--- src/common/tmrps_pkg.sv ---
/*
 * Shared constants of the timer/counter with prescaler: register offsets,
 * field positions, reset values and timing counts.
 * Assumes a single core clock; four core clocks make one instruction cycle.
 */
package tmrps_pkg;

   // ******************************************************************
   // Register map (byte addresses on the register bus)
   // ******************************************************************
   localparam logic [7:0] ADDR_COUNT   = 8'h00;
   localparam logic [7:0] ADDR_OPTION  = 8'h04;
   localparam logic [7:0] ADDR_INTCTRL = 8'h08;
   localparam logic [7:0] ADDR_STATUS  = 8'h0c;

   // ******************************************************************
   // Field positions
   // ******************************************************************
   localparam int OPT_PS_LSB   = 0;
   localparam int OPT_PS_W     = 3;
   localparam int OPT_ASSIGN   = 3;
   localparam int OPT_EDGE     = 4;
   localparam int OPT_SOURCE   = 5;
   localparam int INT_FLAG     = 2;
   localparam int INT_ENABLE   = 5;
   localparam int STS_SLEEP    = 0;
   localparam int STS_INHIBIT  = 1;
   localparam int STS_PRESC    = 2;

   // ******************************************************************
   // Reset values
   // ******************************************************************
   localparam logic [7:0] OPTION_RESET  = 8'h3f;
   localparam logic [7:0] INTCTRL_RESET = 8'h00;
   localparam logic [7:0] COUNT_RESET   = 8'h00;
   localparam logic [7:0] COUNT_MAX     = 8'hff;

   // ******************************************************************
   // Timing
   // ******************************************************************
   localparam int         CORE_PERIOD_NS   = 4;
   localparam int         PHASES_PER_CYCLE = 4;
   localparam logic [1:0] WRITE_INHIBIT    = 2'h2;
   localparam logic [1:0] PHASE_SECOND     = 2'h1;
   localparam logic [1:0] PHASE_FOURTH     = 2'h3;

endpackage

--- src/logic/tmrps_phase_gen.sv ---
/*
 * Phase generator: splits the core clock into four internal phases and
 * gives a one-cycle enable on the second and the fourth phase.
 * Assumes the synchronous active-high reset starts the cycle at phase one.
 */
`timescale 1ns/1ps
`default_nettype none

module tmrps_phase_gen (
   // Clock and reset
   input  wire logic core_clk,
   input  wire logic reset,
   // Phase enables
   output var  logic secondPhaseClock,
   output var  logic fourthPhaseClock
);

   logic [1:0] phase_reg;

   always_ff @(posedge core_clk) begin
      if (reset) begin
         phase_reg <= 2'h0;
      end else begin
         phase_reg <= phase_reg + 2'h1;
      end
   end

   always_comb begin
      secondPhaseClock = (phase_reg == tmrps_pkg::PHASE_SECOND);
      fourthPhaseClock = (phase_reg == tmrps_pkg::PHASE_FOURTH);
   end

endmodule // tmrps_phase_gen

`default_nettype wire

--- src/logic/tmrps_prescaler.sv ---
/*
 * Shared 8-bit prescaler. Counts enable pulses, offers a symmetrical
 * divided level and a carry pulse at the end of each divided period.
 * Assumes the caller selects which source feeds countEn.
 */
`timescale 1ns/1ps
`default_nettype none

module tmrps_prescaler #(
   parameter int WIDTH = 8
) (
   // Clock and reset
   input  wire logic                 core_clk,
   input  wire logic                 reset,
   // Control
   input  wire logic                 clearCount,
   input  wire logic                 countEn,
   input  wire logic [2:0]           ratioSel,
   // Divided outputs
   output var  logic                 dividedLevel,
   output var  logic                 carryPulse
);

   logic [WIDTH-1:0] count_reg;

   // Ones in every bit up to and including the selected stage.
   function automatic logic [WIDTH-1:0] stageMask(input logic [2:0] sel);
      logic [WIDTH-1:0] m;
      m = '0;
      for (int i = 0; i < WIDTH; i++) begin
         m[i] = (i <= int'(sel));
      end
      return m;
   endfunction

   always_ff @(posedge core_clk) begin
      if (reset || clearCount) begin
         count_reg <= '0;
      end else if (countEn) begin
         count_reg <= count_reg + {{(WIDTH-1){1'b0}}, 1'b1};
      end
   end

   always_comb begin
      dividedLevel = count_reg[ratioSel];
      carryPulse   = countEn && ((count_reg & stageMask(ratioSel)) == stageMask(ratioSel));
   end

endmodule // tmrps_prescaler

`default_nettype wire

--- src/logic/tmrps_top.sv ---
/*
 * Timer/counter with shared prescaler, reached over a classic Wishbone
 * slave. Counts instruction cycles or edges of the external count pin.
 * Assumes all inputs are synchronous to core_clk and that the watchdog
 * and sleep controller sit outside and drive their pins directly.
 */
`timescale 1ns/1ps
`default_nettype none

// Summary of operation
// - Wrap from maximum to zero sets overflow flag.
// - Source clear counts every instruction cycle without prescaler.
// - Count write blocks incrementing two cycles.
// - Source set counts external pin edges.
// - Edge select: clear rising, set falling.
// - Assignment bit shares prescaler with watchdog.
// - Prescaler count has no software access.
// - Ratios one in two up to 256.
// - Enable bit clear masks overflow interrupt.
// - Timer halts during sleep, no wake-up.
// - No prescaler: pin passes straight through.
// - Prescaler output sampled on phases two, four.
// - Prescaler divides pin to symmetrical output.
// - External-source increment only after synchronising stage.
module tmrps_top (
   // Clock and reset
   input  wire logic        core_clk,
   input  wire logic        reset,
   // Wishbone slave
   input  wire logic        wbCycI,
   input  wire logic        wbStbI,
   input  wire logic        wbWeI,
   input  wire logic [7:0]  wbAdrI,
   input  wire logic [3:0]  wbSelI,
   input  wire logic [31:0] wbDatI,
   output var  logic [31:0] wbDatO,
   output var  logic        wbAckO,
   // External count pin
   input  wire logic        externalCountInput,
   // Power and watchdog
   input  wire logic        sleepMode,
   input  wire logic        watchdogTick,
   output var  logic        watchdogPrescaledTick,
   // Interrupt request
   output var  logic        overflowIrq
);

   // ******************************************************************
   // Declarations
   // ******************************************************************
   logic [7:0]  count_reg;
   logic [7:0]  count_next;
   logic [7:0]  option_reg;
   logic        flag_reg;
   logic        enable_reg;
   logic [1:0]  inhibit_reg;
   logic        pinPrev_reg;
   logic        sample_reg;
   logic        extEvent_reg;
   logic        wbAck_reg;
   logic [31:0] wbDat_reg;
   logic        irq_reg;
   logic        wdtTick_reg;

   logic        secondPhaseClock;
   logic        fourthPhaseClock;
   logic        instrTick;
   logic        busAccess;
   logic        busWrite;
   logic        writeCount;
   logic        writeOption;
   logic        writeIntctrl;
   logic        sourceSel;
   logic        edgeSel;
   logic        prescToWdt;
   logic [2:0]  ratioSel;
   logic        polarPin;
   logic        pinEdge;
   logic        prescEn;
   logic        prescLevel;
   logic        prescCarry;
   logic        prescOut;
   logic        phaseSample;
   logic        timerEvent;
   logic        incrementNow;
   logic        wrapNow;

   // Decodes one register word; writes also need the low byte lane.
   function automatic logic regHit(input logic [7:0] adr, input logic [7:0] off);
      return (adr[7:2] == off[7:2]);
   endfunction

   // ******************************************************************
   // Option fields
   // ******************************************************************
   always_comb begin
      sourceSel  = option_reg[tmrps_pkg::OPT_SOURCE];
      edgeSel    = option_reg[tmrps_pkg::OPT_EDGE];
      prescToWdt = option_reg[tmrps_pkg::OPT_ASSIGN];
      ratioSel   = option_reg[tmrps_pkg::OPT_PS_LSB +: tmrps_pkg::OPT_PS_W];
   end

   // ******************************************************************
   // Phase clocks
   // ******************************************************************
   tmrps_phase_gen u_phase (
      .core_clk         (core_clk),
      .reset            (reset),
      .secondPhaseClock (secondPhaseClock),
      .fourthPhaseClock (fourthPhaseClock)
   );

   // One instruction cycle ends at each fourth phase.
   assign instrTick = fourthPhaseClock;

   // ******************************************************************
   // Bus decode
   // ******************************************************************
   always_comb begin
      busAccess    = wbCycI && wbStbI && !wbAck_reg;
      busWrite     = busAccess && wbWeI && wbSelI[0];
      writeCount   = busWrite && regHit(wbAdrI, tmrps_pkg::ADDR_COUNT);
      writeOption  = busWrite && regHit(wbAdrI, tmrps_pkg::ADDR_OPTION);
      writeIntctrl = busWrite && regHit(wbAdrI, tmrps_pkg::ADDR_INTCTRL);
   end

   // ******************************************************************
   // External pin edge and prescaler source
   // ******************************************************************
   // Inverting the pin for falling-edge mode lets the rest of the path
   // always look for a rising edge.
   assign polarPin = edgeSel ? !externalCountInput : externalCountInput;

   // The pin idles low, so after reset the polarised level equals the
   // reset edge select; starting from it avoids a false edge.
   always_ff @(posedge core_clk) begin
      if (reset) begin
         pinPrev_reg <= tmrps_pkg::OPTION_RESET[tmrps_pkg::OPT_EDGE];
      end else begin
         pinPrev_reg <= polarPin;
      end
   end

   assign pinEdge = polarPin && !pinPrev_reg;

   always_comb begin
      if (prescToWdt) begin
         prescEn = watchdogTick;
      end else if (sleepMode) begin
         prescEn = 1'b0;
      end else if (sourceSel) begin
         prescEn = pinEdge;
      end else begin
         prescEn = instrTick;
      end
   end

   // The count itself has no bus path; a count write clears it unless the prescaler is assigned to the watchdog.
   tmrps_prescaler #(
      .WIDTH (8)
   ) u_presc (
      .core_clk     (core_clk),
      .reset        (reset),
      .clearCount   (writeCount && !prescToWdt),
      .countEn      (prescEn),
      .ratioSel     (ratioSel),
      .dividedLevel (prescLevel),
      .carryPulse   (prescCarry)
   );

   // Without the prescaler the pin itself is the prescaler output.
   assign prescOut = prescToWdt ? polarPin : prescLevel;

   // ******************************************************************
   // Synchronisation on the second and fourth phases
   // ******************************************************************
   // A pin level shorter than two core clocks can fall between two
   // samples and be lost; the source must respect the pulse widths.
   assign phaseSample = secondPhaseClock || fourthPhaseClock;

   always_ff @(posedge core_clk) begin
      if (reset) begin
         sample_reg <= tmrps_pkg::OPTION_RESET[tmrps_pkg::OPT_EDGE];
      end else if (phaseSample) begin
         sample_reg <= prescOut;
      end
   end

   always_ff @(posedge core_clk) begin
      if (reset) begin
         extEvent_reg <= 1'b0;
      end else begin
         extEvent_reg <= phaseSample && prescOut && !sample_reg;
      end
   end

   // ******************************************************************
   // Increment decision
   // ******************************************************************
   always_comb begin
      if (sourceSel) begin
         timerEvent = extEvent_reg;
      end else if (prescToWdt) begin
         timerEvent = instrTick;
      end else begin
         timerEvent = prescCarry;
      end
      incrementNow = timerEvent && !sleepMode && (inhibit_reg == 2'h0);
      wrapNow      = incrementNow && (count_reg == tmrps_pkg::COUNT_MAX);
   end

   // ******************************************************************
   // Count register
   // ******************************************************************
   always_comb begin
      if (writeCount) begin
         count_next = wbDatI[7:0];
      end else if (incrementNow) begin
         count_next = count_reg + 8'h01;
      end else begin
         count_next = count_reg;
      end
   end

   always_ff @(posedge core_clk) begin
      if (reset) begin
         count_reg <= tmrps_pkg::COUNT_RESET;
      end else begin
         count_reg <= count_next;
      end
   end

   // Two instruction cycles of hold-off after a count write; software
   // compensates by writing an adjusted value.
   always_ff @(posedge core_clk) begin
      if (reset) begin
         inhibit_reg <= 2'h0;
      end else if (writeCount) begin
         inhibit_reg <= tmrps_pkg::WRITE_INHIBIT;
      end else if (instrTick && inhibit_reg != 2'h0) begin
         inhibit_reg <= inhibit_reg - 2'h1;
      end
   end

   // ******************************************************************
   // Option register
   // ******************************************************************
   always_ff @(posedge core_clk) begin
      if (reset) begin
         option_reg <= tmrps_pkg::OPTION_RESET;
      end else if (writeOption) begin
         option_reg <= {2'h0, wbDatI[5:0]};
      end
   end

   // ******************************************************************
   // Interrupt control: flag and enable
   // ******************************************************************
   // A wrap in the same cycle as a software clear keeps the flag set.
   always_ff @(posedge core_clk) begin
      if (reset) begin
         flag_reg <= 1'b0;
      end else if (wrapNow) begin
         flag_reg <= 1'b1;
      end else if (writeIntctrl) begin
         flag_reg <= wbDatI[tmrps_pkg::INT_FLAG];
      end
   end

   always_ff @(posedge core_clk) begin
      if (reset) begin
         enable_reg <= tmrps_pkg::INTCTRL_RESET[tmrps_pkg::INT_ENABLE];
      end else if (writeIntctrl) begin
         enable_reg <= wbDatI[tmrps_pkg::INT_ENABLE];
      end
   end

   always_ff @(posedge core_clk) begin
      if (reset) begin
         irq_reg <= 1'b0;
      end else begin
         irq_reg <= flag_reg && enable_reg;
      end
   end

   assign overflowIrq = irq_reg;

   // ******************************************************************
   // Watchdog side of the prescaler
   // ******************************************************************
   always_ff @(posedge core_clk) begin
      if (reset) begin
         wdtTick_reg <= 1'b0;
      end else if (prescToWdt) begin
         wdtTick_reg <= prescCarry;
      end else begin
         wdtTick_reg <= watchdogTick;
      end
   end

   assign watchdogPrescaledTick = wdtTick_reg;

   // ******************************************************************
   // Wishbone answer
   // ******************************************************************
   // Every access, mapped or not, is answered one cycle after it is
   // seen; unmapped reads return zero and unmapped writes are dropped.
   always_ff @(posedge core_clk) begin
      if (reset) begin
         wbAck_reg <= 1'b0;
      end else begin
         wbAck_reg <= busAccess;
      end
   end

   always_ff @(posedge core_clk) begin
      if (reset) begin
         wbDat_reg <= 32'h0000_0000;
      end else if (busAccess) begin
         if (regHit(wbAdrI, tmrps_pkg::ADDR_COUNT)) begin
            wbDat_reg <= {24'h00_0000, count_reg};
         end else if (regHit(wbAdrI, tmrps_pkg::ADDR_OPTION)) begin
            wbDat_reg <= {24'h00_0000, option_reg};
         end else if (regHit(wbAdrI, tmrps_pkg::ADDR_INTCTRL)) begin
            wbDat_reg <= {26'h000_0000, enable_reg, 2'h0, flag_reg, 2'h0};
         end else if (regHit(wbAdrI, tmrps_pkg::ADDR_STATUS)) begin
            wbDat_reg <= {29'h0000_0000, !prescToWdt, (inhibit_reg != 2'h0), sleepMode};
         end else begin
            wbDat_reg <= 32'h0000_0000;
         end
      end
   end

   assign wbAckO = wbAck_reg;
   assign wbDatO = wbDat_reg;

endmodule // tmrps_top

`default_nettype wire

--- config.mk ---
export PLATFORM = sky130hd
export DESIGN_NAME = tmrps_top
export DESIGN_NICKNAME = d
export VERILOG_FILES = /design/src/common/tmrps_pkg.sv /design/src/logic/tmrps_phase_gen.sv /design/src/logic/tmrps_prescaler.sv /design/src/logic/tmrps_top.sv
export SDC_FILE = /design/constraint.sdc
export NUM_CORES = 1
export LEC_CHECK = 0
export BUFFER_PORTS_ARGS = -buffer_cell sky130_fd_sc_hd__buf_4
export CORE_MARGIN = 2
export CORE_UTILIZATION = 40
export DETAILED_ROUTE_END_ITERATION = 10
export PLACE_DENSITY = 0.65
export SLEW_MARGIN = 15
export SYNTH_ARGS = -nofsm -noshare
export SYNTH_HDL_FRONTEND = slang
export SYNTH_SLANG_ARGS = --single-unit
export TNS_END_PERCENT = 50
--- constraint.sdc ---
create_clock -name core_clk -period 5 [get_ports core_clk]
set_input_delay 0.5 -clock core_clk [delete_from_list [all_inputs] [get_ports core_clk]]
set_output_delay 0.5 -clock core_clk [all_outputs]
set_load 0.005 [all_outputs]
Word-level counts from Yosys, hierarchy flattened:

Index checks and enable logic that the tools add are counted.

* flip-flop bits (word level): 66
* bits in latches: 0
* RAM bits: 0
* ROM bits: 0
* input port bits: 52
* output and inout port bits: 35
* logic and storage cells: 87
* memories kept: 0

* $add $sub $neg: 4
* $mul: 0
* div/mod/pow operators: 0
* magnitude comparators: 8
* equal/unequal tests: 7
* shift-type cells: 0
* multiplexer cells: 20
* bitwise operators: 1
* reduce and logical (&&, ||, !) cells: 32

Operator list (number)
* $mux 8: 3
* $logic_and 1x1->1: 17
* $add 8x1->8 const B: 2
* $eq 6x2->1 const B: 2
* $le 3x3->1 const A: 4
* $mux 6: 2
* $mux 1: 11
* $and 8x8->8: 1
* $eq 8x8->1: 1
* $eq 8x8->1 const B: 1
* $reduce_bool 2->1: 4
* $eq 6x1->1 const B: 1
* $le 2x3->1 const A: 2
* $logic_not 1->1: 6
* $logic_not 6->1: 1
* $lt 3x4->1 const B: 1
* $mux 2: 2
* $bmux 1 s3: 1
* $le 1x3->1 const A: 1
* $mux 3: 1
* $add 2x1->2 const B: 1
* $eq 2x1->1 const B: 1
* $eq 2x2->1 const B: 1
* $logic_not 2->1: 1
* 3 further kinds: 4

Longest topological paths before layout:

Gate-level depths: netlist of run 1.

* word-level depth: 13
* mapped depth: 9
* mapped depth without buffers: 8

Hierarchy:

Synthesis of run 1 repeated with hierarchy kept, for this count alone.

* cells, all modules: 260
* area, all modules: 2356.0 um2

By module, submodules not included
* tmrps_top: times used 1, cells each 201, area an instance 1814.2 um2
* tmrps_prescaler: times used 1, cells each 52, area an instance 465.4 um2
* tmrps_phase_gen: times used 1, cells each 7, area an instance 76.3 um2

Least setup slack after synthesis of run 1:

OpenSTA, ideal clock, no wires.

* path type: input -> register
* start: input port wbAdrI[5]
* end: register count_reg[2]
* setup time: 91 ps
* data arrival time: 1889 ps
* data required time: 4909 ps
* slack: 3020 ps
* stages: 5
* path buffers: 1
* path through: or4_1 > nor3_2 > nand2_1 > clkbuf_1 > a311oi_1

* word-level cells in the longest chain between the ends: 3
* elaborated cells between the ends (all ways): 4
* those cells by class: 1 x mux; 3 x reduce/logical

RTL lines
* start, declared: line tmrps_top.sv:33 `input wire logic [7:0] wbAdrI,`
* $logic_not 6->1 *: line tmrps_top.sv:90 `return (adr[7:2] == off[7:2]);`
* $logic_and 1x1->1 *: line tmrps_top.sv:122 `writeCount = busWrite && regHit(wbAdrI, tmrps_pkg::ADDR_COUNT);`
* $mux 8 or $reduce_bool 2->1 (tied branches)
* end signal, assigned: line tmrps_top.sv:227 `count_reg <= tmrps_pkg::COUNT_RESET;`
* end signal, assigned: line tmrps_top.sv:229 `count_reg <= count_next;`
* end, declared: line tmrps_top.sv:51 `logic [7:0] count_reg;`

Every way passes the cells marked *; elsewhere a longest branch is shown, timed or not.
A chain may end at the register's enable or synchronous reset.

Worst setup path after layout of run 1:

* start: register option_reg[4]
* end: register count_reg[7]

* word-level cells in the longest chain between the ends: 11

RTL lines
* start, declared: line tmrps_top.sv:53 `logic [7:0] option_reg;`
* start signal, assigned: line tmrps_top.sv:250 `option_reg <= tmrps_pkg::OPTION_RESET;`
* start signal, assigned: line tmrps_top.sv:252 `option_reg <= {2'h0, wbDatI[5:0]};`
* $mux 1: line tmrps_top.sv:132 `assign polarPin = edgeSel ? !externalCountInput : externalCountInput;`
* $logic_and 1x1->1: line tmrps_top.sv:144 `assign pinEdge = polarPin && !pinPrev_reg;`
* $mux 1: line tmrps_top.sv:151 `end else if (sourceSel) begin`
* $mux 1: line tmrps_top.sv:149 `end else if (sleepMode) begin`
* $mux 1: line tmrps_top.sv:147 `if (prescToWdt) begin`
* $logic_and 1x1->1: line tmrps_prescaler.sv:46 `carryPulse = countEn && ((count_reg & stageMask(ratioSel)) == stageMask(ratioSel));`
* $mux 1: line tmrps_top.sv:203 `end else if (prescToWdt) begin`
* $mux 1: line tmrps_top.sv:201 `if (sourceSel) begin`
* $logic_and 1x1->1 (2 in a row): line tmrps_top.sv:208 `incrementNow = timerEvent && !sleepMode && (inhibit_reg == 2'h0);`
* $reduce_bool 2->1 (no line)

Every way passes these cells.

==> summary.md, run 1 <==
| Metric | Value |
|---|---|
| Post-DRT Antenna Nets | `0` |
| Overall power | `732 uW` |
| Clk Latency, worst-skew pair | `300 ps` |
| PwrDens | `278 nW/um^2` |
| Register area share after synthesis | `0.367` |
| Post-layout util | `0.478` |
| CP Class | `register to register` |
| Vias | `1798` |
| Synth Warn # | `0` |
| Die area | `6360 sq um` |
| Die Ht | `79.7 um` |
| Die Wd | `79.7 um` |
| Netlist Area Pre-Place | `2290 sq um` |
| Setup Skew | `9.05 ps` |
| Routed vias/inst | `4.97` |
| Post-CTS Repair Setup Buffers | `0` |
| IO Pins | `87` |
| Switching share of power | `0.211` |
| Synth async-reset ratio | `0` |
| Reg power frac | `0.473` |
| RD Place Congestion | `0.758` |
| Cells after Synth | `262` |
| Share of cells above drive strength 1 | `0.183` |
| Fin. Hold Viols | `0` |
| Final Slew Violations | `0` |
| Root Buffer | `clkbuf_8` |
| Gr usage total | `0.153` |
| Initial Utilization | `0.416` |
| Yosys top cell by area | `dfxtp_1` |
| Startpoint Class | `register` |
| Routed wl met3 | `261 um` |
| DR WL/cell | `12.7 um` |
| Final setup violation count | `0` |
| Outcome | `completed` |
| P_sw | `154 uW` |
| Post-CTS Hold Buffers | `0` |
| Clock transition at the registers of the reported paths | `80 ps` |
| DRC Markers | `0` |
| Internal | `578 uW` |
| CP endpoint kind | `register` |
| Vias in the first global route | `1622` |
| Detailed Routing Iterations Pass 1 | `4` |
| Total negative slack | `0 ps` |
| Worst Tran Pin Value | `688 ps` |
| Netlist cell types | `47` |
| Sink Count | `42` |
| GRT overflow | `0` |
| CTS resizes | `0` |
| WP data required | `5220 ps` |
| Comb pwr share | `0.073` |
| Worst EP arrival | `2440 ps` |
| First-pass GRT wire length | `7.63 mm` |
| Htree depth | `2` |
| Ant. Diodes | `0` |
| Average size of a mapped cell | `8.75 sq um` |
| Row count | `27` |
| Buffers from clock root to sink, at most | `2` |
| CTS tree | `built` |
| Wl on met1 | `2.24 mm` |
| Core area | `5510 sq um` |
| Max Cap Viol | `0` |
| Maximum vdd ir drop | `0.0971 mV` |
| Main synth FF type | `dfxtp_1` |
| Top-area cell type share of the netlist area | `0.367` |
| EDFF count, synth | `0` |
| Slew HR | `0.540` |
| Synth-to-layout area growth | `14.7%` |
| Top layer used by detailed routing | `met4` |
| Minimum clock period | `2220 ps` |
| Initial antenna violation count | `0` |
| Worst hold slack | `419 ps` |
| CP max-delay cell | `or4_1` |
| CP max FO | `15` |
| Tightest Hold Check Type | `input pin to register` |
| Tcrit/Tclk final | `0.444` |
| Crit path cell chain | `xor2_1 -> a31oi_1 -> nor2_1 -> a31oi_2 -> or4_1 -> a311oi_1` |
| CP max stage delay | `590 ps` |
| Lkg Pwr | `0.00112 uW` |
| Post-Route WL | `4.59 mm` |
| Count of state elements after synthesis | `42` |
| Unrepaired setup endpoints after global routing | `false` |
| CTS Buf Count | `5` |
| Largest net degree at the start of global routing | `37` |
| Synth area leaders | `dfxtp_1, buf_4, nor2_1` |
| Power share of the clock group | `0.454` |
| DP Wirelength | `3.30 mm` |
| Fmax | `450 MHz` |
| Port Buffers | `33` |
| Final #Nets | `346` |
| Metal2 WL | `2.02 mm` |
| Iter 0 DRT Violations | `76` |
[metal layers]
metal / vias up / GRT usage
met5: - / 0
met4: 0 / 0.0534
met3: 7 / 0.0362
met2: 44 / 0.236
met1: 825 / 0.210
li1: 922 / -
[cells in the mapped netlist, types with 2 or more instances]
cell type,n
a31oi_1,3
mux2_1,2
o22ai_1,2
ha_1,5
buf_2,3
inv_2,2
or3_1,5
or4_1,3
a311oi_1,6
nand2_1,16
nor2b_1,2
nand3_1,9
dfxtp_1,42
nand3b_1,3
o31ai_1,3
nand4_1,4
a22o_1,2
o21ai_1,5
nor4_1,2
nand2b_1,8
and3_1,4
inv_1,6
xnor2_1,2
a21oi_1,10
a22oi_1,4
mux2i_1,13
mux4_2,3
nor2_1,37
xor2_1,8
buf_4,24
clkbuf_1,8
[worst paths after layout]
path	from	endpoint	slack, ps	depth (start not counted)
setup / recovery	option_reg[4]	count_reg[7]	2780	6
hold / removal	wbDatI[4]	option_reg[4]	420	3
setup reg to reg	option_reg[4]	count_reg[7]	2780	6
hold reg to reg	sample_reg	extEvent_reg	440	1
[placed cells by master (no fill, tap or decap), types with 4 or more instances in the layout]
| master | instances |
|---|---|
| nand4_1 | 4 |
| mux2i_1 | 13 |
| nand2_1 | 16 |
| conb_1 | 24 |
| dfxtp_1 | 42 |
| a22oi_1 | 4 |
| xor2_1 | 8 |
| o21ai_1 | 5 |
| buf_4 | 33 |
| a311oi_1 | 6 |
| nor2_1 | 37 |
| nand3_1 | 9 |
| inv_1 | 6 |
| nand2b_1 | 8 |
| or3_1 | 5 |
| clkbuf_8 | 6 |
| ha_1 | 5 |
| a21oi_1 | 10 |
| and3_1 | 4 |
[power groups by stage]
stage | Clock (uW) | Combinational, uW | Sequential [uW]
floorplan | 0 | 46.4 | 352
global placement | 0 | 52.5 | 354
detailed placement | 0 | 53.2 | 354
CTS | 342 | 53.6 | 346
global route | 355 | 60.5 | 347
finish | 332 | 53.3 | 346
[through the flow]
step                std cells  worst slack, ps  area, sq um
finish                    362             2780         2630
global route              362             2550         2630
CTS                       362             2430         2620
detailed placement        354             2350         2480
global placement          354             2360         2480
floorplan                 285             3020         2380
[area by class of cell]
cell class | instances | area, sq um
Clock inverter | 2 | 60.1
Fill cell | 549 | 2880
Clock buffer | 6 | 82.6
Timing Repair Buffer | 33 | 248
Tap cell | 72 | 90.1
Sequential cell | 42 | 841
Multi-Input combinational cell | 199 | 1280
Inverter | 8 | 30.0
[worst max-delay path, delay by kind of cell, from the launching register on]
family,cells,cell delay (ps)
xor gates and xnor gates,1,270
DFF,1,410
and+or+nand+nor,2,740
AOI/OAI and AO/OA,3,720
[kinds of logic (layout without fill, tap and decap cells)]
family / after synthesis / after routing / synth area share
flip-flops: 42 / 42 / 0.367
AO/OA/AOI/OAI: 42 / 42 / 0.133
multiplexers: 18 / 18 / 0.0960
other: 1 / 24 / 0.00164
AND/OR/NAND/NOR: 100 / 100 / 0.221
adder cells (fa/ha/maj): 5 / 5 / 0.0273
XOR/XNOR: 10 / 10 / 0.0382
buffers and inverters: 44 / 49 / 0.116
No activity file was read; power rests on OpenSTA's default activity.
==> inputs of run 2 (changes only) <==
==> constraint.sdc (replaced) <==
create_clock -name core_clk -period 2.2 [get_ports core_clk]
set_input_delay 0.22 -clock core_clk [delete_from_list [all_inputs] [get_ports core_clk]]
set_output_delay 0.22 -clock core_clk [all_outputs]
set_load 0.005 [all_outputs]
==> summary.md, run 2 (same netlist as run 1, synthesis figures left out) <==
| Metric | Value |
|---|---|
| Final Slew Violations | `0 (unchanged)` |
| Detailed Routing Iterations Pass 1 | `4 (unchanged)` |
| Die area | `6360 sq um (unchanged)` |
| Power share of the clock group | `0.394 (-0.060)` |
| Most used cell, CP | `a31oi_1` |
| Crit path cell chain | `ha_1 -> nor2b_1 -> a31oi_1 -> nor2_1 -> a31oi_1 -> buf_4 -> or4_1 -> a311oi_1` |
| CP max FO | `12 (-3)` |
| Startpoint Class | `register` |
| Core area | `5510 sq um (unchanged)` |
| GRT overflow | `0 (unchanged)` |
| Post-CTS Hold Buffers | `0 (unchanged)` |
| Initial antenna violation count | `0 (unchanged)` |
| CTS resizes | `0 (unchanged)` |
| CP max stage delay | `490 ps (-100 ps)` |
| RD Place Congestion | `0.761 (+0.46%)` |
| Ant. Diodes | `0 (unchanged)` |
| Initial Utilization | `0.416 (unchanged)` |
| Most common cell after layout, fill and taps aside | `buf_4` |
| DP Wirelength | `3.41 mm (+3.2%)` |
| WP data required | `2400 ps (-2820 ps)` |
| Vias in the first global route | `1706 (+5.2%)` |
| Reg power frac | `0.519 (+0.046)` |
| CP max-delay cell | `or4_1` |
| CP endpoint kind | `register` |
| P_sw | `338 uW (+120%)` |
| Final Cell Area | `2670 sq um (+1.3%)` |
| CTS tree | `built` |
| CP Class | `register to register` |
| Die Wd | `79.7 um (unchanged)` |
| Share of cells above drive strength 1 | `0.207 (+0.0239)` |
| IO Pins | `87 (unchanged)` |
| Layout fillers | `554 (+0.91%)` |
| Largest net degree at the start of global routing | `37 (unchanged)` |
| Max Cap Viol | `0 (unchanged)` |
| Minimum clock period | `2060 ps (-161 ps)` |
| Post-DRT Antenna Nets | `0 (unchanged)` |
| Fmax | `485 MHz (+7.8%)` |
| Post-Route WL | `4.63 mm (+0.81%)` |
| Row count | `27 (unchanged)` |
| First-pass GRT wire length | `7.87 mm (+3.1%)` |
| DP Area | `2560 sq um (+3.0%)` |
| Clk Latency, worst-skew pair | `290 ps (about the same)` |
| Die Ht | `79.7 um (unchanged)` |
| Fin. Hold Viols | `0 (unchanged)` |
| R2R Path End | `count_reg[7]` |
| WHS Path Cells | `3 (unchanged)` |
| Tightest Hold Check Type | `input pin to register` |
| Total negative slack | `0 ps (unchanged)` |
| Synth-to-layout area growth | `16.2%` |
| Root Buffer | `clkbuf_8` |
| Htree depth | `2 (unchanged)` |
| Reg-to-Reg Start | `u_phase.phase_reg[0]` |
| Port Buffers | `33 (unchanged)` |
| Final setup violation count | `0 (unchanged)` |
| Clock transition at the registers of the reported paths | `80 ps (about the same)` |
| Internal | `1170 uW (+100%)` |
| Tcrit/Tclk final | `0.937 (+0.492)` |
| Lkg Pwr | `0.00114 uW (+2.2%)` |
| PwrDens | `567 nW/um^2 (+100%)` |
| Iter 0 DRT Violations | `100 (+32%)` |
| Setup Skew | `7.28 ps (-1.76 ps)` |
| CTS Buf Count | `5 (unchanged)` |
| Comb pwr share | `0.087 (+0.014)` |
| Unrepaired setup endpoints after global routing | `false` |
| Worst Path Buf+Inv | `1 (+1)` |
| Post-CTS Repair Setup Buffers | `0 (unchanged)` |
| Vias | `1841 (+2.4%)` |
| Final worst setup slack | `140 ps (-2640 ps)` |
| R2r setup slk | `140 ps (-2640 ps)` |
| Most frequent cells in the layout | `buf_4, dfxtp_1, nor2_1` |
| DR WL/cell | `12.4 um (-1.9%)` |
| Routed vias/inst | `4.95 (-0.36%)` |
| Worst EP arrival | `2260 ps (-180 ps)` |
| Gr usage total | `0.157 (+0.00358)` |
| Outcome | `completed` |
| Maximum vdd ir drop | `0.304 mV (+210%)` |
| Final #Nets | `356 (+2.9%)` |
| Switching share of power | `0.223 (+0.0124)` |
| Worst hold slack | `149 ps (-270 ps)` |
| DRC Markers | `0 (unchanged)` |
| Pre-CTS WS | `125 ps (-2230 ps)` |
| Cell family with most CP delay | `simple AND/OR/NAND/NOR gates` |
| Buffers from clock root to sink, at most | `2 (unchanged)` |
| Sink Count | `42 (unchanged)` |
| Hold path start | `wbDatI[4]` |
| Worst reg2reg path depth | `8 (+2)` |
| Min-Delay Endpoint | `option_reg[4]` |
run 2: cell count changes in the layout (fill, tap and decap cells not counted):
| cell | change |
|---|---|
| a31oi_1 | +1 |
| a31oi_2 | -1 |
| buf_4 | +10 |
| bufinv_16 | -1 |
| clkbuf_1 | +2 |
| clkbuf_8 | -1 |
| dfxtp_1 | -2 |
| dfxtp_2 | +2 |
run 2: worst register-to-register path, cell delays in order (launching register included):
cell	delay [ps]
dfxtp_1	360
ha_1	230
nor2b_1	150
a31oi_1	70
nor2_1	120
a31oi_1	100
buf_4	190
or4_1	490
a311oi_1	260
run 2: worst max path at each step:
stage,start,end,cells past startpoint
after CTS,option_reg[0],count_reg[7],7
final,u_phase.phase_reg[0],count_reg[7],8
after floorplan,u_phase.phase_reg[0],count_reg[7],8
after detailed placement,option_reg[0],count_reg[7],7
after global placement,option_reg[0],count_reg[7],7
after global routing,option_reg[1],count_reg[5],7
run 2: metrics by stage:
step | cells | util | power (uW)
6_report | 372 | 0.484 | 1510
3_5_place_dp | 364 | 0.464 | 934
5_1_grt | 372 | 0.484 | 1580
2_1_floorplan | 285 | - | 906
3_3_place_gp | 364 | 0.464 | 931
4_1_cts | 372 | 0.484 | 1530
run 2: cell type report:
class	instances	area (sq um)	area share
inverters	8	30.0	0.0113
clock inverters	1	30.0	0.0113
flip-flops and latches	42	843	0.316
multi-input cells	199	1270	0.477
well taps	72	90.1	0.0338
repair buffers	43	323	0.121
clock buffers	7	76.3	0.0286
run 2: power groups by stage:
| stage | combinational, uW | sequential, uW | clock [uW] |
|---|---|---|---|
| floorplan | 106 | 801 | 0 |
| global placement | 129 | 802 | 0 |
| detailed placement | 131 | 803 | 0 |
| CTS | 131 | 785 | 613 |
| global route | 147 | 787 | 650 |
| finish | 131 | 785 | 596 |
run 2: layer usage:
layer / GRT usage / vias to the layer above / part of all wire
met5: 0 / - / 0
met4: 0.0569 / 0 / 0.013
met3: 0.0305 / 4 / 0.040
met2: 0.245 / 46 / 0.44
met1: 0.215 / 845 / 0.51
li1: - / 946 / -
==> inputs of run 3 (changes only) <==
--- a/config.mk
+++ b/config.mk
@@ -7,9 +7,11 @@
 export LEC_CHECK = 0
 export BUFFER_PORTS_ARGS = -buffer_cell sky130_fd_sc_hd__buf_4
 export CORE_MARGIN = 2
-export CORE_UTILIZATION = 40
+export CORE_UTILIZATION = 35
+export CTS_CLUSTER_SIZE = 24
 export DETAILED_ROUTE_END_ITERATION = 10
-export PLACE_DENSITY = 0.65
+export HOLD_SLACK_MARGIN = 0.06
+export PLACE_DENSITY = 0.58
 export SLEW_MARGIN = 15
 export SYNTH_ARGS = -nofsm -noshare
 export SYNTH_HDL_FRONTEND = slang
==> summary.md, run 3 (same netlist as run 1, synthesis figures left out) <==
| Metric | Value |
|---|---|
| Post-CTS Repair Setup Buffers | `0 (unchanged)` |
| Initial antenna violation count | `0 (unchanged)` |
| Post-Route WL | `4.86 mm (+5.2%)` |
| Startpoint Class | `register` |
| Row count | `29 (+7.4%)` |
| Max Cap Viol | `0 (unchanged)` |
| PwrDens | `565 nW/um^2 (-0.38%)` |
| Placed cells | `370 (+1.6%)` |
| Tcrit/Tclk final | `0.927 (-0.00993)` |
| Iter 0 DRT Violations | `67 (-33%)` |
| Final Slew Violations | `0 (unchanged)` |
| Lkg Pwr | `0.00115 uW (+0.38%)` |
| Vias in the first global route | `1607 (-5.8%)` |
| GRT overflow | `0 (unchanged)` |
| Maximum vdd ir drop | `0.370 mV (+22%)` |
| RD Place Congestion | `0.757 (-0.50%)` |
| Root Buffer | `clkbuf_8` |
| Routed vias/inst | `4.86 (-1.9%)` |
| Buffers from clock root to sink, at most | `2 (unchanged)` |
| Initial Utilization | `0.361 (-0.0553)` |
| Vias | `1836 (-0.27%)` |
| Gr usage total | `0.139 (-0.0182)` |
| Worst setup startpoint | `inhibit_reg[0]` |
| Worst setup path endpoint | `count_reg[5]` |
| CTS Buf Count | `5 (unchanged)` |
| Die Ht | `85.0 um (+6.6%)` |
| Post-layout util | `0.423 (-0.0607)` |
| Htree depth | `2 (unchanged)` |
| Die area | `7220 sq um (+14%)` |
| CP max FO | `12 (unchanged)` |
| Post-DRT Antenna Nets | `0 (unchanged)` |
| Worst reg2reg path depth | `9 (+1)` |
| Fin. Hold Viols | `0 (unchanged)` |
| Clock transition at the registers of the reported paths | `80 ps (about the same)` |
| Unrepaired setup endpoints after global routing | `false` |
| Sink Count | `42 (unchanged)` |
| DP Wirelength | `3.54 mm (+3.8%)` |
| Setup Skew | `5.66 ps (-1.62 ps)` |
| Largest net degree at the start of global routing | `37 (unchanged)` |
| Reg-to-Reg Start | `inhibit_reg[0]` |
| DR WL/cell | `12.9 um (+3.5%)` |
| R2R Path End | `count_reg[5]` |
| Most frequent cells in the layout | `buf_4, dfxtp_1, nor2_1` |
| Tightest Hold Check Type | `input pin to register` |
| Total negative slack | `0 ps (unchanged)` |
| Die Wd | `85.0 um (+6.6%)` |
| Final #Nets | `357 (+0.28%)` |
| Fmax | `491 MHz (+1.1%)` |
| Port Buffers | `33 (unchanged)` |
| Final worst setup slack | `161 ps (+21.8 ps)` |
| Outcome | `completed` |
| DRC Markers | `0 (unchanged)` |
| Ant. Diodes | `0 (unchanged)` |
| Detailed Routing Iterations Pass 1 | `4 (unchanged)` |
| Worst hold slack | `149 ps (+0.347 ps)` |
| CP Class | `register to register` |
| IO Pins | `87 (unchanged)` |
| Core area | `6350 sq um (+15%)` |
| Clk Latency, worst-skew pair | `300 ps (about the same)` |
| Minimum clock period | `2040 ps (-21.8 ps)` |
| Share of cells above drive strength 1 | `0.213 (+0.00596)` |
| Worst EP arrival | `2250 ps (about the same)` |
| CTS tree | `built` |
| CP endpoint kind | `register` |
| R2r setup slk | `160 ps (+20 ps)` |
| Pre-CTS WS | `116 ps (-9.26 ps)` |
| Layout fillers | `645 (+16%)` |
| First-pass GRT wire length | `8.02 mm (+1.9%)` |
| Synth-to-layout area growth | `17.2%` |
| Most common cell after layout, fill and taps aside | `buf_4` |
| Non-Filler Instances | `378 (+1.6%)` |
| Final setup violation count | `0 (unchanged)` |
| WP data required | `2410 ps (about the same)` |
-- run 3: worst min-delay path by stage --
stage                     from            end  slack [ps]  cells past startpoint
floorplan            wbDatI[0]  option_reg[0]         350                      2
global placement    sample_reg   extEvent_reg         410                      1
detailed placement  sample_reg   extEvent_reg         420                      1
CTS                  wbDatI[3]  option_reg[3]         140                      3
global route         wbDatI[3]  option_reg[3]         160                      3
finish               wbDatI[4]  option_reg[4]         150                      3
-- run 3: repair_timing --
action	4_1_cts	5_1_grt
setup endpoints to repair	0	2
hold buffers	0	0
resized for setup	0	3
-- run 3: per-layer routing --
| layer | up-vias | track usage | wire length (um) |
|---|---|---|---|
| met5 | - | 0 | 0 |
| met4 | 0 | 0.0476 | 35 |
| met3 | 2 | 0.0331 | 291 |
| met2 | 61 | 0.203 | 2120 |
| met1 | 827 | 0.200 | 2420 |
| li1 | 946 | - | - |
-- run 3: critical path, stage by stage (launching register included) --
cell and delay [ps]:
dfxtp_1 320, inv_1 50, ha_1 190, nand2b_1 80, a21oi_1 120, and3_1 160, a31oi_1 100, buf_4 190
or4_1 490, a311oi_1 240
-- run 3: power by group --
part | switching, uW | total [uW] | internal, uW
Combinational | 69.8 | 132 | 62.5
Clock | 263 | 603 | 340
Sequential | 12.4 | 784 | 772
Total | 345 | 1520 | 1170
-- run 3: cell type report --
| class | instances | area, sq um | area share |
|---|---|---|---|
| inverter | 8 | 30.0 | 0.0112 |
| clock inverter | 1 | 30.0 | 0.0112 |
| tap | 77 | 96.3 | 0.0358 |
| sequential | 42 | 842 | 0.313 |
| timing repair buffer | 44 | 330 | 0.123 |
| multi-input combinational | 199 | 1280 | 0.477 |
| clock buffer | 7 | 76.3 | 0.0284 |
-- run 3: stage by stage --
| step | instance area, sq um | total power, uW |
|---|---|---|
| after detailed placement | 2570 | 934 |
| after global placement | 2570 | 933 |
| after floorplan | 2380 | 906 |
| final | 2690 | 1520 |
| after global routing | 2690 | 1590 |
| after CTS | 2680 | 1530 |
